===== src/pkg/dapo_pkg.sv =====
// constants, types and decode helpers for the disc audio output path
package dapo_pkg;
	// system clock
	localparam int unsigned CLK_HZ = 20000000;
	localparam int unsigned CLK_MHZ = CLK_HZ / 1000000;
	localparam int unsigned CLK_NS = 1000000000 / CLK_HZ;
	// level ramp: full scale to mute in 128 steps over 3 ms (at n = 1)
	localparam int unsigned RAMP_US = 3000;
	localparam int unsigned LEVEL_STEPS = 128;
	localparam int unsigned STEP_CYC = (RAMP_US * CLK_MHZ) / LEVEL_STEPS;
	// uncorrectable strobe low time, 140 us at n = 1
	localparam int unsigned STROBE_NS = 140000;
	localparam int unsigned STROBE_CYC = (STROBE_NS + CLK_NS - 1) / CLK_NS;
	// flag word serial bit time, 8 bits fit easily in one frame
	localparam int unsigned FLAG_BIT_NS = 5000;
	localparam int unsigned FLAG_BIT_CYC = (FLAG_BIT_NS + CLK_NS - 1) / CLK_NS;
	localparam int unsigned FLAG_BITS = 8;
	// serial bit clock rates at n = 1
	localparam longint unsigned SCLK_1FS_HZ = 2116800;
	localparam longint unsigned SCLK_2FS_HZ = 4233600;
	localparam longint unsigned SCLK_4FS_HZ = 8467200;
	localparam int unsigned NCO_BITS = 24;
	// 48 bit slots per sample pair, 24 per channel
	localparam int unsigned SLOT_BITS = 24;
	localparam logic [5:0] PAIR_LAST = 6'h2F;
	// level counter points
	localparam logic [7:0] LVL_FULL = 8'h80;
	localparam logic [7:0] LVL_OS_SCALE = 8'h78;
	localparam logic [7:0] LVL_ATTEN = 8'h20;
	localparam logic [7:0] LVL_MUTE = 8'h00;
	// level commands
	localparam logic [1:0] CMD_FULL = 2'h0;
	localparam logic [1:0] CMD_MUTE = 2'h1;
	localparam logic [1:0] CMD_ATTEN = 2'h2;
	localparam logic [1:0] CMD_FADE = 2'h3;
	// register byte offsets
	localparam logic [3:0] REG_LEVEL = 4'h0;
	localparam logic [3:0] REG_CTRL = 4'h4;
	localparam logic [3:0] REG_STATUS = 4'h8;
	localparam logic [3:0] REG_PEAK = 4'hC;
	// level register fields
	localparam int unsigned LEVEL_CMD_LSB = 0;
	localparam int unsigned LEVEL_FADE_LSB = 8;
	// control register fields
	localparam int unsigned CTRL_FMT_LSB = 0;
	localparam int unsigned CTRL_WSINV_BIT = 4;
	localparam int unsigned CTRL_DINV_BIT = 5;
	localparam int unsigned CTRL_DEROUTE_BIT = 6;
	localparam int unsigned CTRL_LOCK_BIT = 7;
	// status register fields
	localparam int unsigned STAT_LVL_LSB = 0;
	localparam int unsigned STAT_DEEMPH_BIT = 8;
	localparam int unsigned STAT_RAMP_BIT = 9;
	// reset values
	localparam logic [3:0] FMT_RESET = 4'hE;
	localparam logic [7:0] LVL_RESET = 8'h00;
	// peak bits inside the q-channel word
	localparam int unsigned Q_PEAK_LEFT_LSB = 81;
	localparam int unsigned Q_PEAK_RIGHT_MSB = 96;
	// dac format codes
	localparam logic [3:0] FMT_ROM_I2S = 4'hA;
	localparam logic [3:0] FMT_ROM_EIAJ = 4'hB;
	localparam logic [3:0] FMT_I2S_1FS = 4'hE;
	localparam logic [3:0] FMT_EIAJ16_1FS = 4'h2;
	localparam logic [3:0] FMT_EIAJ18_1FS = 4'h6;
	localparam logic [3:0] FMT_EIAJ16_4FS = 4'h0;
	localparam logic [3:0] FMT_EIAJ18_4FS = 4'h4;
	localparam logic [3:0] FMT_I2S_4FS = 4'hC;
	localparam logic [3:0] FMT_EIAJ16_2FS = 4'h3;
	localparam logic [3:0] FMT_EIAJ18_2FS = 4'h7;
	localparam logic [3:0] FMT_I2S_2FS = 4'hF;

	// decoded format
	typedef struct packed {
		logic [1:0] rate; // 0 = 1fs, 1 = 2fs, 2 = 4fs
		logic i2s; // left justified with one bit delay
		logic bits18; // 18 bit word
		logic flex; // 16 bits unless level or de-emphasis in use
		logic cdrom; // no concealment
	} dapo_fmt_t;

	// map a format code onto its properties, unknown codes act as cd-rom i2s
	function automatic dapo_fmt_t dapo_decode(input logic [3:0] code);
		dapo_fmt_t f;
		f = '{rate: 2'h0, i2s: 1'b1, bits18: 1'b0, flex: 1'b0, cdrom: 1'b1};
		case (code)
			FMT_ROM_EIAJ: f = '{2'h0, 1'b0, 1'b0, 1'b0, 1'b1};
			FMT_I2S_1FS: f = '{2'h0, 1'b1, 1'b0, 1'b1, 1'b0};
			FMT_EIAJ16_1FS: f = '{2'h0, 1'b0, 1'b0, 1'b0, 1'b0};
			FMT_EIAJ18_1FS: f = '{2'h0, 1'b0, 1'b1, 1'b0, 1'b0};
			FMT_EIAJ16_4FS: f = '{2'h2, 1'b0, 1'b0, 1'b0, 1'b0};
			FMT_EIAJ18_4FS: f = '{2'h2, 1'b0, 1'b1, 1'b0, 1'b0};
			FMT_I2S_4FS: f = '{2'h2, 1'b1, 1'b1, 1'b0, 1'b0};
			FMT_EIAJ16_2FS: f = '{2'h1, 1'b0, 1'b0, 1'b0, 1'b0};
			FMT_EIAJ18_2FS: f = '{2'h1, 1'b0, 1'b1, 1'b0, 1'b0};
			FMT_I2S_2FS: f = '{2'h1, 1'b1, 1'b1, 1'b0, 1'b0};
			default: f = '{2'h0, 1'b1, 1'b0, 1'b0, 1'b1};
		endcase
		return f;
	endfunction
endpackage


===== src/core/dapo_audio_out.sv =====
// audio back end: flag word, fail strobe, concealment, level, peaks and dac serialiser
// What this block does
// - first flag bit reports absolute time sync
// - two flag bits encode c1 frame result
// - three flag bits encode c2 frame result
// - two flag bits report holds and interpolations
// - fail strobe low 140/n us per event
// - de-emphasis inserted when q-channel signals pre-emphasis
// - de-emphasis bypassed when routed to spare pin
// - oversampling formats scale level down 0.5 dB
// - single bad sample becomes neighbour midpoint
// - bad runs hold, then interpolate last one
// - no concealment in cd-rom formats
// - mute ramps to zero in 128 steps
// - full scale ramps back to 0 dB
// - 128 stage level counter, fixed points
// - per channel peak of positive samples, 8 bits
// - peaks replace crc bits 81 to 96
// - peaks cleared after q-channel read out
// - msb first, word select and data invertible
// - four bit code selects eleven formats
// - bit clock rate per format, disc locked
// - flexible i2s sends 16 or 18 bits
// - error flag line defined in cd-rom, 1fs
// - flag word updated once per frame
//
// Local design decisions: the strobed register port and the register addresses.
module dapo_audio_out #(
	parameter int unsigned SPEED_N = 1
) (
	// clock and reset
	input wire logic clk_sys,
	input wire logic nrst,
	// register port
	input wire logic [3:0] regAddr,
	input wire logic [15:0] regWrData,
	input wire logic regWr,
	input wire logic regRd,
	output logic [15:0] regRdData,
	// samples from the error corrector
	input wire logic sampleValid,
	input wire logic [15:0] sampleLeft,
	input wire logic [15:0] sampleRight,
	input wire logic sampleBadLeft,
	input wire logic sampleBadRight,
	// per-frame corrector status
	input wire logic frameTick,
	input wire logic timeSync,
	input wire logic [1:0] c1Result,
	input wire logic [2:0] c2Result,
	input wire logic c2FailEvent,
	// subcode side
	input wire logic preEmphasis,
	input wire logic qReadDone,
	output logic [15:0] qPeakField,
	// disc-locked bit clock reference
	input wire logic discClk,
	// dac interface
	output logic serialBitClock,
	output logic wordSelectClock,
	output logic serialData,
	output logic errorFlagLine,
	// status pins
	output logic uncorrectableBlockStrobeN,
	output logic corrFlagOut,
	output logic corrFlagOe,
	output logic sparePinFive
);
	// derived counts for the speed factor
	localparam int unsigned STEP_N = dapo_pkg::STEP_CYC / SPEED_N;
	localparam int unsigned STROBE_N = (dapo_pkg::STROBE_CYC + SPEED_N - 1) / SPEED_N;
	localparam logic [8:0] STEP_LAST = 9'(STEP_N - 1);
	localparam logic [11:0] STROBE_LOAD = 12'(STROBE_N);
	localparam logic [6:0] FLAG_LAST = 7'(dapo_pkg::FLAG_BIT_CYC - 1);
	// nco increments, one overflow per bit clock half period
	localparam longint unsigned NCO_ONE = longint'(1) << dapo_pkg::NCO_BITS;
	localparam logic [23:0] INC_1FS =
		24'((2 * dapo_pkg::SCLK_1FS_HZ * SPEED_N * NCO_ONE) / dapo_pkg::CLK_HZ);
	localparam logic [23:0] INC_2FS =
		24'((2 * dapo_pkg::SCLK_2FS_HZ * SPEED_N * NCO_ONE) / dapo_pkg::CLK_HZ);
	localparam logic [23:0] INC_4FS =
		24'((2 * dapo_pkg::SCLK_4FS_HZ * SPEED_N * NCO_ONE) / dapo_pkg::CLK_HZ);

	// whole state of the block
	typedef struct packed {
		logic [2:0] dsync; // disc clock synchroniser, bit 0 first stage
		logic discLvl; // agreed disc clock level
		logic [1:0] cmd; // last level command
		logic [7:0] fadeTgt; // fade target level
		logic [7:0] lvl; // level counter 0..128
		logic [8:0] stepCnt; // ramp step timer
		logic [3:0] fmt; // dac format code
		logic wsInv; // invert word select
		logic dataInv; // invert data
		logic deRoute; // de-emphasis shown on spare pin
		logic lockDisc; // bit clock follows disc
		logic pendValid; // a look-ahead sample is waiting
		logic [1:0][15:0] pend; // look-ahead sample per channel
		logic [1:0] pendBad; // its flag
		logic [1:0][15:0] last; // last concealed output
		logic [1:0][17:0] emph; // de-emphasis section state
		logic [1:0][17:0] outS; // processed sample
		logic [1:0] outBad; // flag of processed sample
		logic holdSeen; // frame saw a hold
		logic interpSeen; // frame saw an interpolation
		logic [1:0][7:0] peak; // per channel peak
		logic [11:0] strobeCnt; // fail strobe timer
		logic [7:0] flagSh; // flag word shifter
		logic [3:0] flagLeft; // bits still to send
		logic [6:0] flagCyc; // bit time counter
		logic [24:0] acc; // bit clock nco
		logic sclk; // bit clock
		logic [5:0] bitCnt; // slot in the sample pair
		logic [1:0][17:0] txS; // pair being sent
		logic [1:0] txBad; // its flags
		logic ws; // word select out
		logic sdata; // data out
		logic ef; // error flag out
		logic strobeN; // fail strobe out
		logic cfOe; // flag pin pulls low
		logic spare; // spare pin out
		logic [15:0] rdata; // read data
	} dapo_state_t;

	dapo_state_t q, d;

	// midpoint of two samples, sum kept one bit wider
	function automatic logic [15:0] dapo_mid(input logic [15:0] a, input logic [15:0] b);
		logic signed [16:0] s;
		s = 17'($signed(a)) + 17'($signed(b));
		return s[16:1];
	endfunction

	// scale an 18 bit sample by level/128
	function automatic logic [17:0] dapo_gain(input logic [17:0] x, input logic [7:0] g);
		logic signed [26:0] p;
		p = 27'($signed(x)) * 27'($signed({1'b0, g}));
		return p[24:7];
	endfunction

	// next state
	always_comb begin
		dapo_pkg::dapo_fmt_t f;
		logic [7:0] tgt;
		logic [7:0] effLvl;
		logic deActive;
		logic discEdge;
		logic tick;
		logic [1:0] nb;
		logic [1:0][15:0] nw;
		logic [15:0] c;
		logic bad;
		logic [17:0] y;
		logic [4:0] wlen;
		logic [4:0] p;
		logic [4:0] k;
		logic chan;
		logic bitv;
		logic [23:0] inc;
		f = dapo_pkg::dapo_decode(q.fmt);
		d = q;
		nb = {sampleBadRight, sampleBadLeft};
		nw = {sampleRight, sampleLeft};
		c = 16'h0000;
		bad = 1'b0;
		y = 18'h00000;
		k = 5'h00;
		bitv = 1'b0;
		wlen = 5'd16;
		p = 5'h00;
		chan = 1'b0;

		// disc clock: three stages, a change counts once stages two and three agree
		d.dsync = {q.dsync[1:0], discClk};
		discEdge = (q.dsync[1] == q.dsync[2]) && (q.dsync[2] != q.discLvl);
		if (discEdge) begin
			d.discLvl = q.dsync[2];
		end

		// register writes
		if (regWr) begin
			case (regAddr)
				dapo_pkg::REG_LEVEL: begin
					d.cmd = regWrData[dapo_pkg::LEVEL_CMD_LSB +: 2];
					d.fadeTgt = regWrData[dapo_pkg::LEVEL_FADE_LSB +: 8];
				end
				dapo_pkg::REG_CTRL: begin
					d.fmt = regWrData[dapo_pkg::CTRL_FMT_LSB +: 4];
					d.wsInv = regWrData[dapo_pkg::CTRL_WSINV_BIT];
					d.dataInv = regWrData[dapo_pkg::CTRL_DINV_BIT];
					d.deRoute = regWrData[dapo_pkg::CTRL_DEROUTE_BIT];
					d.lockDisc = regWrData[dapo_pkg::CTRL_LOCK_BIT];
				end
				default: begin
					// read-only or unmapped, write ignored
				end
			endcase
		end

		// level target from the command
		case (q.cmd)
			dapo_pkg::CMD_MUTE: tgt = dapo_pkg::LVL_MUTE;
			dapo_pkg::CMD_ATTEN: tgt = dapo_pkg::LVL_ATTEN;
			dapo_pkg::CMD_FADE: tgt = (q.fadeTgt > dapo_pkg::LVL_FULL) ?
				dapo_pkg::LVL_FULL : q.fadeTgt;
			default: tgt = dapo_pkg::LVL_FULL;
		endcase

		// level ramp: one step of the counter per step time
		if (q.lvl == tgt) begin
			d.stepCnt = 9'h000;
		end else if (q.stepCnt == STEP_LAST) begin
			d.stepCnt = 9'h000;
			d.lvl = (q.lvl < tgt) ? q.lvl + 8'h01 : q.lvl - 8'h01;
		end else begin
			d.stepCnt = q.stepCnt + 9'h001;
		end

		// oversampling formats run at 120/128 of the counter
		effLvl = q.lvl;
		if (f.rate != 2'h0) begin
			effLvl = 8'((16'(q.lvl) * 16'(dapo_pkg::LVL_OS_SCALE)) >> 7);
		end
		deActive = preEmphasis && !q.deRoute;
		d.spare = preEmphasis && q.deRoute;

		// sample path, one sample of look-ahead for interpolation
		if (sampleValid) begin
			d.pend = nw;
			d.pendBad = nb;
			d.pendValid = 1'b1;
			if (q.pendValid) begin
				for (int ch = 0; ch < 2; ch++) begin
					bad = q.pendBad[ch] && !f.cdrom;
					if (!bad) begin
						c = q.pend[ch];
					end else if (!nb[ch]) begin
						// single bad or last of a run: midpoint to the next good
						c = dapo_mid(q.last[ch], nw[ch]);
						d.interpSeen = 1'b1;
					end else begin
						// run continues: hold
						c = q.last[ch];
						d.holdSeen = 1'b1;
					end
					d.last[ch] = c;
					// de-emphasis section or straight path
					if (deActive) begin
						// one bit of headroom so the difference cannot wrap
						y = 18'(19'($signed(q.emph[ch])) + ((19'($signed({c, 2'b00}))
							- 19'($signed(q.emph[ch]))) >>> 1));
					end else begin
						y = {c, 2'b00};
					end
					d.emph[ch] = y;
					d.outS[ch] = dapo_gain(y, effLvl);
					d.outBad[ch] = q.pendBad[ch];
					// peak of positive values, top 8 magnitude bits
					if (!d.outS[ch][17] && (d.outS[ch][16:9] > q.peak[ch])) begin
						d.peak[ch] = d.outS[ch][16:9];
					end
				end
			end
		end

		// peaks restart after the q-channel has been read; a new peak still lands
		if (qReadDone) begin
			for (int ch = 0; ch < 2; ch++) begin
				d.peak[ch] = 8'h00;
				if (sampleValid && q.pendValid && !d.outS[ch][17]) begin
					d.peak[ch] = d.outS[ch][16:9];
				end
			end
		end

		// fail strobe, retriggered by every event
		if (c2FailEvent) begin
			d.strobeCnt = STROBE_LOAD;
		end else if (q.strobeCnt != 12'h000) begin
			d.strobeCnt = q.strobeCnt - 12'h001;
		end
		d.strobeN = (d.strobeCnt == 12'h000);

		// flag word: captured each frame, sent first bit first, open drain
		if (frameTick) begin
			d.flagSh = {timeSync, c1Result, c2Result[2:1], d.holdSeen, d.interpSeen,
				c2Result[0]};
			d.flagLeft = 4'(dapo_pkg::FLAG_BITS);
			d.flagCyc = 7'h00;
			// events of this cycle were just captured
			d.holdSeen = 1'b0;
			d.interpSeen = 1'b0;
		end else if (q.flagLeft != 4'h0) begin
			if (q.flagCyc == FLAG_LAST) begin
				d.flagCyc = 7'h00;
				d.flagSh = {q.flagSh[6:0], 1'b1};
				d.flagLeft = q.flagLeft - 4'h1;
			end else begin
				d.flagCyc = q.flagCyc + 7'h01;
			end
		end
		d.cfOe = (d.flagLeft != 4'h0) && !d.flagSh[7];

		// bit clock: nco at the format rate, or the disc clock
		case (f.rate)
			2'h1: inc = INC_2FS;
			2'h2: inc = INC_4FS;
			default: inc = INC_1FS;
		endcase
		d.acc = {1'b0, q.acc[23:0]} + {1'b0, inc};
		tick = q.lockDisc ? discEdge : d.acc[24];
		if (tick) begin
			d.sclk = !q.sclk;
		end

		// serialiser moves on each falling bit clock edge
		if (tick && q.sclk) begin
			d.bitCnt = (q.bitCnt == dapo_pkg::PAIR_LAST) ? 6'h00 : q.bitCnt + 6'h01;
			if (d.bitCnt == 6'h00) begin
				d.txS = q.outS;
				d.txBad = q.outBad;
			end
			chan = (d.bitCnt >= 6'(dapo_pkg::SLOT_BITS));
			p = chan ? 5'(d.bitCnt - 6'(dapo_pkg::SLOT_BITS)) : 5'(d.bitCnt);
			// word length of the current format
			if (f.bits18 || (f.flex && (q.cmd != dapo_pkg::CMD_FULL || deActive))) begin
				wlen = 5'd18;
			end else begin
				wlen = 5'd16;
			end
			// position of the msb: one slot in for i2s, right justified otherwise
			if (f.i2s) begin
				if (p >= 5'd1 && p <= wlen) begin
					k = p - 5'd1;
					bitv = 1'b1;
				end
			end else if (p >= 5'(dapo_pkg::SLOT_BITS) - wlen) begin
				k = p - (5'(dapo_pkg::SLOT_BITS) - wlen);
				bitv = 1'b1;
			end
			d.sdata = (bitv ? d.txS[chan][5'd17 - k] : 1'b0) ^ q.dataInv;
			d.ws = (f.i2s ? chan : !chan) ^ q.wsInv;
			d.ef = (f.cdrom || f.rate == 2'h0) ? d.txBad[chan] : 1'b0;
		end

		// register reads, answered one cycle later
		d.rdata = 16'h0000;
		if (regRd) begin
			case (regAddr)
				dapo_pkg::REG_LEVEL: d.rdata = {q.fadeTgt, 6'h00, q.cmd};
				dapo_pkg::REG_CTRL: d.rdata = {8'h00, q.lockDisc, q.deRoute, q.dataInv,
					q.wsInv, q.fmt};
				dapo_pkg::REG_STATUS: d.rdata = {6'h00, (q.lvl != tgt), deActive, q.lvl};
				dapo_pkg::REG_PEAK: d.rdata = {q.peak[1], q.peak[0]};
				default: d.rdata = 16'h0000;
			endcase
		end
	end

	// state register
	always_ff @(posedge clk_sys or negedge nrst) begin
		if (!nrst) begin
			q <= '0;
			q.lvl <= dapo_pkg::LVL_RESET;
			q.cmd <= dapo_pkg::CMD_MUTE;
			q.fmt <= dapo_pkg::FMT_RESET;
			q.strobeN <= 1'b1;
		end else begin
			q <= d;
		end
	end

	// outputs straight from the state, corrFlagOut tied low
	assign regRdData = q.rdata;
	assign qPeakField = {q.peak[1], q.peak[0]};
	assign serialBitClock = q.sclk;
	assign wordSelectClock = q.ws;
	assign serialData = q.sdata;
	assign errorFlagLine = q.ef;
	assign uncorrectableBlockStrobeN = q.strobeN;
	assign corrFlagOut = 1'b0;
	assign corrFlagOe = q.cfOe;
	assign sparePinFive = q.spare;
endmodule // dapo_audio_out


===== config.mk =====
export PLATFORM = sky130hd
export DESIGN_NAME = dapo_audio_out
export DESIGN_NICKNAME = d
export VERILOG_FILES = /design/src/pkg/dapo_pkg.sv /design/src/core/dapo_audio_out.sv
export SDC_FILE = /design/constraint.sdc
export NUM_CORES = 2
export LEC_CHECK = 0
export BUFFER_PORTS_ARGS = -buffer_cell sky130_fd_sc_hd__buf_2
export CAP_MARGIN = 15
export CORE_AREA = 2 2 204 286
export DETAILED_ROUTE_END_ITERATION = 10
export DIE_AREA = 0 0 206 288
export PLACE_DENSITY = 0.75
export SYNTH_ARGS = -nofsm -noshare
export SYNTH_HDL_FRONTEND = slang
export SYNTH_SLANG_ARGS = --single-unit

===== constraint.sdc =====
create_clock -name clk_sys -period 11.3 [get_ports clk_sys]
set_input_delay 2.26 -clock clk_sys [delete_from_list [all_inputs] [get_ports clk_sys]]
set_output_delay 2.26 -clock clk_sys [all_outputs]
set_load 0.1 [all_outputs]

== Word-level counts from Yosys, hierarchy flattened ==
Memory sizes are Yosys's and may differ from the RTL's.
Cells that the tools add are included.
Widths: inputs -> output; s select.

* Flip-flop bits (word level): 320
* Memory bits (read-only): 96
* Memories kept: 1
* Input bits: 70
* Output and inout bits: 40

* Mux-type cells: 67
* Add/subtract/negate cells: 19
* Equality and inequality tests: 15
* Bitwise operators: 3
* $lt $le $gt $ge: 10
* $mul: 3
* Reductions and logical operators: 48

{| class="wikitable"
|+ Memories
! name !! depth !! width !! read ports !! clocked after Yosys merged registers in !! write ports !! line !! source
|-
| (name not given) || 16 || 6 || 1 || 0 || 0 || dapo_pkg.sv:86 || <nowiki>case (code)</nowiki>
|}

{| class="wikitable"
|+ Operators with widths
! kind !! count
|-
| $mux 16 || 10
|-
| $mux 18 || 8
|-
| $mux 56 || 2
|-
| $mux 38 || 2
|-
| $pmux 16 s4 || 1
|-
| $mux 8 || 7
|-
| $mul 18x9->25 || 2
|-
| $pmux 24 s2 || 1
|-
| $mux 19 || 2
|-
| $sub 18x18->19 || 2
|-
| $add 18x18->18 || 2
|-
| $mux 12 || 3
|-
| $add 16x16->17 || 2
|-
| $mux 5 || 6
|-
| $add 24x24->25 || 1
|-
| $pmux 8 s3 || 1
|-
| $mux 9 || 2
|-
| $gt 8x8->1 || 2
|-
| $reduce_bool 2->1 || 8
|-
| $mux 1 || 15
|-
| $logic_and 1x1->1 || 14
|-
| $logic_not 12->1 || 1
|-
| $mul 8x4->12 const B || 1
|-
| $reduce_bool 12->1 || 1
|-
| other kinds (44) || 69
|}

== Longest topological paths before layout ==
An unclocked memory read counts as a cell.

* Word-level depth: 21
* Mapped depth: 56
* Mapped depth without buffers: 56

== Least setup slack after synthesis ==
No wires, ideal clock.

* Path type: input to register
* Start point: input port sampleRight[1]
* End point: register q (netlist bit qPeakField[10])
* Stages on the path: 53
* Setup slack: -847 ps
* Library setup time: 67 ps
* Required time: 11233 ps
* Arrival: 12080 ps
* Cells stage by stage: inv_1 fa_1 nor2b_1 o21ai_0 a21boi_0 o21ai_0 a21oi_1 xnor2_1 nor2_1 a21oi_1 nor2_1 a21oi_1 inv_1 ha_1 and3_1 a211oi_1 o21bai_1 a21oi_1 (+17 left out) o21ai_1 a211oi_1 nor2b_1 nor2_1 xnor2_1 ha_1 nor2b_1 o21a_1 o21ai_0 nand2b_1 a21oi_1 nor2b_1 o21ai_0 nand2b_1 a21oi_1 nor2_1 a21oi_1 a22o_1

* Cells in the longest elaborated chain, start to end: 17
* Elaborated cells between the ends (all ways): 23
* Those cells by class: add/sub: 3; mul: 1; order compare: 1; mux: 12; reduce/logical: 6

{| class="wikitable"
|+ Ends and longest elaborated chain
! item !! line !! source
|-
| start: declaration || dapo_audio_out.sv:43 || <nowiki>input wire logic [15:0] sampleRight,</nowiki>
|-
| $add 16x16->17 * || dapo_audio_out.sv:130 || <nowiki>s = 17'($signed(a)) + 17'($signed(b));</nowiki>
|-
| $mux 16 * || dapo_audio_out.sv:237 || <nowiki>end else if (!nb[ch]) begin</nowiki>
|-
| $mux 16 * || dapo_audio_out.sv:235 || <nowiki>if (!bad) begin</nowiki>
|-
| $mux 16 * || dapo_audio_out.sv:232 || <nowiki>if (q.pendValid) begin</nowiki>
|-
| $mux 16 * || dapo_audio_out.sv:228 || <nowiki>if (sampleValid) begin</nowiki>
|-
| $sub 18x18->19 || dapo_audio_out.sv:251 || <nowiki>- 19'($signed(q.emph[ch]))) >>> 1));</nowiki>
|-
| $add 18x18->18 || dapo_audio_out.sv:250 || <nowiki>y = 18'(19'($signed(q.emph[ch])) + ((19'($signed({c, 2'b00}))</nowiki>
|-
| $mux 18 * || dapo_audio_out.sv:248 || <nowiki>if (deActive) begin</nowiki>
|-
| $mux 18 * || dapo_audio_out.sv:232 ||
|-
| $mux 18 * || dapo_audio_out.sv:228 ||
|-
| $mul 18x9->25 * || dapo_audio_out.sv:137 || <nowiki>p = 27'($signed(x)) * 27'($signed({1'b0, g}));</nowiki>
|-
| parallel branches: the longest is 6 deep, another holds $gt 8x8->1 || -- ||
|-
| end: declaration || dapo_audio_out.sv:125 || <nowiki>dapo_state_t q, d;</nowiki>
|}

Mark *: on every way between the ends. The select of a mux whose other input is x is not followed.
A chain may end at the register's enable or synchronous reset.

== Final worst setup path ==
* Start point: input port sampleLeft[0]
* End point: register q (netlist bit qPeakField[0])

* Cells in the longest elaborated chain, start to end: 17
* Elaborated cells between the ends (all ways): 23
* Those cells by class: add/sub: 3; mul: 1; order compare: 1; mux: 12; reduce/logical: 6

{| class="wikitable"
|+ Ends and longest elaborated chain
! item !! line !! source
|-
| start: declaration || dapo_audio_out.sv:42 || <nowiki>input wire logic [15:0] sampleLeft,</nowiki>
|-
| $add 16x16->17 * || dapo_audio_out.sv:130 ||
|-
| $mux 16 * || dapo_audio_out.sv:237 ||
|-
| $mux 16 * || dapo_audio_out.sv:235 ||
|-
| $mux 16 * || dapo_audio_out.sv:232 ||
|-
| $mux 16 * || dapo_audio_out.sv:228 ||
|-
| $sub 18x18->19 || dapo_audio_out.sv:251 ||
|-
| $add 18x18->18 || dapo_audio_out.sv:250 ||
|-
| $mux 18 * || dapo_audio_out.sv:248 ||
|-
| $mux 18 * || dapo_audio_out.sv:232 ||
|-
| $mux 18 * || dapo_audio_out.sv:228 ||
|-
| $mul 18x9->25 * || dapo_audio_out.sv:137 ||
|-
| parallel branches: the longest is 6 deep, another holds $gt 8x8->1 || -- ||
|}

Marked as above.

==> run_results.csv <==
group,metric,value,unit
floorplanning,die_area,59300,um2
detailed_routing,dr.pass1.iters,5,
critical_path,crit_top_cell,"a21oi_2",
critical_path,crit_required,11730,ps
synthesis,yosys.area.top_type,"dfrtp_1",
floorplanning,rows,104,
global_routing,antenna_found_initial,0,
global_routing,grt_max_degree,170,
clocking,clock-sinks,320,
global_routing,grt_pass1_vias,27900,
layout,final_core_utilization,66.0,%
detailed_routing,ant_nets,0,
sta,setup_viol,16,
synthesis,synthMuxAreaShare,5.34,%
pwr,leakage,18.4,nW
critical_path,cp-end-kind,"flop",
clocking,cts-root-buf,"clkbuf_16",
critical_path,r2r-end,"qPeakField[0]",
synthesis,synth_area_leaders,"dfrtp_1 (25%), fa_1 (15%), ha_1 (11%)",
layout,area_delta_synth_final,21.6,%
synthesis,synth_seq_cells,320,
synthesis,synth-compound-area-share,13.8,%
floorplanning,core,57000,um2
critical_path,path_class,"input pin to flop",
detailed_routing,drt_first_iter_violations,1526,
synthesis,synth_nets,4089,
outcome,status,"complete, but fails checks",
layout,drive_above_1_share,25.0,%
placed_design,place_ws,-893,ps
critical_path,path_max_fanout,5,
synthesis,yosysSeqAreaShare,25.9,%
detailed_routing,route.detailed.drc,0,
detailed_routing,viasPerCell,5.67,
global_routing,grt_overflow,0,
placed_design,gp_congestion,0.918,
pwr,p_total,0.0134,W
placed_design,place_hpwl,62100,um
hold_path,hp-start,"d[319]",
sta,rsz0062_at_grt,"true",
layout,antennaDiodeCount,0,
detailed_routing,route.detailed.wl_per_inst,17.6,um
global_routing,grt_first_pass_wirelength,133000,um
sta,hold-worst-slack,362,ps
critical_path,reg2reg_slack,480,ps
synthesis,synth_top_family_by_area,"adder cells",
synthesis,synthCells,3510,
sta,finalCritPeriodShare,104,%
detailed_routing,vias,26700,
critical_path,slowest_stage,"fa_2",
floorplanning,start_util,54.3,%
placed_design,port_buffers,108,
synthesis,synthTopCellsByCount,"inv_1 (418), nand2_1 (399), nor2_1 (357)",
sta,fin_ws,-429,ps
synthesis,synth-edff-count,0,
flow_run,drv_cap,0,
synthesis,synth_area,30900,um2
clocking,cts_tree,"done",
critical_path,worst_r2r_path_depth,53,
critical_path,worstReg2RegStart,"q[287]",
sta,hold_violations,0,
synthesis,synth_top_area_share,25.5,%
sta,relSlewSlack,26.5,%
critical_path,startpoint_type,"input pin",
sta,report.final.slew_viol_count,0,
clocking,clkTransAtPathRegs,60,ps
global_routing,grt.total_usage,27.9,%
detailed_routing,drt_wl_total,82900,um
synthesis,syn_avg_cell_area,8.82,um2
pwr,ir_drop,0.361,mV
clocking,htree_levels,2,
pwr,power.density,356,nW/um2
synthesis,synth-simple-area-share,16.2,%
critical_path,worstPathArrival,12160,ps
sta,skew,24.4,ps
floorplanning,chipHeight,288,um
synthesis,yosysMostFrequentCell,"inv_1",
critical_path,slowest_delay,590,ps
floorplanning,ios,110,
clocking,clk_path_buf_depth,3,
synthesis,synth_warnings,0,
outcome,violations,"negative setup slack",
floorplanning,die_w,206,um
synthesis,synth_xor_area_share,5.20,%
synthesis,ys.flop_type,"dfrtp_1",
clocking,cts_buffers,37,
hold_path,whs_path_depth,0,
sta,period_needed,11730,ps
sta,tightest_slew,1090,ps
synthesis,async_flop_share,100,%
layout,final_nets,4524,
clocking,clk_latency,560,ps
hold_path,holdPathEnd,"d[320]",
synthesis,yosys.area_share.adder,26.3,%
synthesis,yosysUniqueCellTypes,88,
sta,max_freq,85.3,MHz
hold_path,hp-class,"flop to flop",
## how the worst max path moves through the flow
stage,from,end,slack (ps)
2_1_floorplan,sampleLeft[0],qPeakField[6],-110
3_3_place_gp,sampleLeft[0],qPeakField[7],-830
3_5_place_dp,sampleLeft[0],qPeakField[6],-890
4_1_cts,sampleLeft[0],qPeakField[0],-70
5_1_grt,sampleLeft[0],qPeakField[0],-840
6_report,sampleLeft[0],qPeakField[0],-430
## through the flow
step	area (um2)	cells	setup TNS, ps
after floorplan	31400	3510	-1150
after global placement	34900	4583	-11200
after detailed placement	34900	4583	-13840
after CTS	36600	4668	-237
after global routing	37600	4711	-11600
final	37600	4711	-3860
## timing repair
item,CTS,global route
resized for setup,60,169
pin swaps,77,155
buffers inserted,24,44
setup endpoints to repair,16,20
gates cloned,0,0
hold buffers,0,0
## routing by layer
layer  GRT usage, %  part of all wire [%]  vias up
met5              0                     0        -
met4           16.1                   6.1        0
met3           3.40                   4.4      289
met2           51.6                    52      742
met1           30.5                    37    13100
li1               -                     -    12600
## power by group
part	leakage (nW)	internal, W	switching [W]	total (W)
Clock	0.582	0.000703	0.000513	0.00122
Combinational	13.8	0.00503	0.00541	0.0104
Sequential	4.03	0.00146	0.000293	0.00175
## cells by family (layout without fill, tap and decap cells)
family	count (synthesis)	count (layout)
buf+inv	561	1020
flops	320	320
xor+xnor	183	183
simple gates	1112	1112
fa+ha+maj	510	510
other cells	1	1
mux	151	151
compound gates	672	672
## layout make-up
type                       instances  area (um2)
timing repair buffer             537        3840
fill                            4448       19300
inverter                         420        1580
sequential                       320        8010
tap                              742         928
clock buffer                      49        1050
clock inverter                    14         153
multi-input combinational       2629       22100
## registers in the layout, indices dropped and copies added, names as in the netlist, 2 cells and up
signal      cells
regRdData      16
qPeakField     16
d               2
q             279
## cell usage in the layout (no fill, tap or decap), types with 19 or more instances in the layout
| master | netlist | final |
|---|---|---|
| a211oi_1 | 23 | 19 |
| a21o_1 | 55 | 55 |
| a21oi_1 | 186 | 134 |
| a21oi_2 | 1 | 46 |
| a22o_1 | 22 | 22 |
| a31oi_1 | 26 | 19 |
| and3_1 | 30 | 26 |
| buf_2 | 15 | 104 |
| buf_4 | 35 | 419 |
| clkbuf_16 | 0 | 38 |
| dfrtp_1 | 315 | 315 |
| fa_1 | 233 | 228 |
| ha_1 | 276 | 244 |
| ha_4 | 0 | 27 |
| inv_1 | 418 | 392 |
| inv_2 | 0 | 25 |
| mux2_2 | 102 | 102 |
| mux2i_1 | 48 | 41 |
| nand2_1 | 399 | 387 |
| nand2b_1 | 56 | 48 |
| nand3_1 | 43 | 39 |
| nor2_1 | 357 | 346 |
| nor2b_1 | 39 | 32 |
| nor3_1 | 55 | 50 |
| o21a_1 | 24 | 23 |
| o21ai_0 | 180 | 142 |
| o21ai_1 | 7 | 22 |
| o21ai_2 | 0 | 19 |
| or2_2 | 31 | 24 |
| xnor2_1 | 120 | 111 |
| xor2_1 | 62 | 60 |
## critical path, delay by kind of cell
kind / cells / cell delay [ps]
fa+ha+maj: 9 / 3640
simple gates: 9 / 1120
mux: 1 / 450
compound gates: 20 / 3100
buf+inv: 9 / 1040
xor+xnor: 4 / 510
No activity file was read; power rests on OpenSTA's default activity.
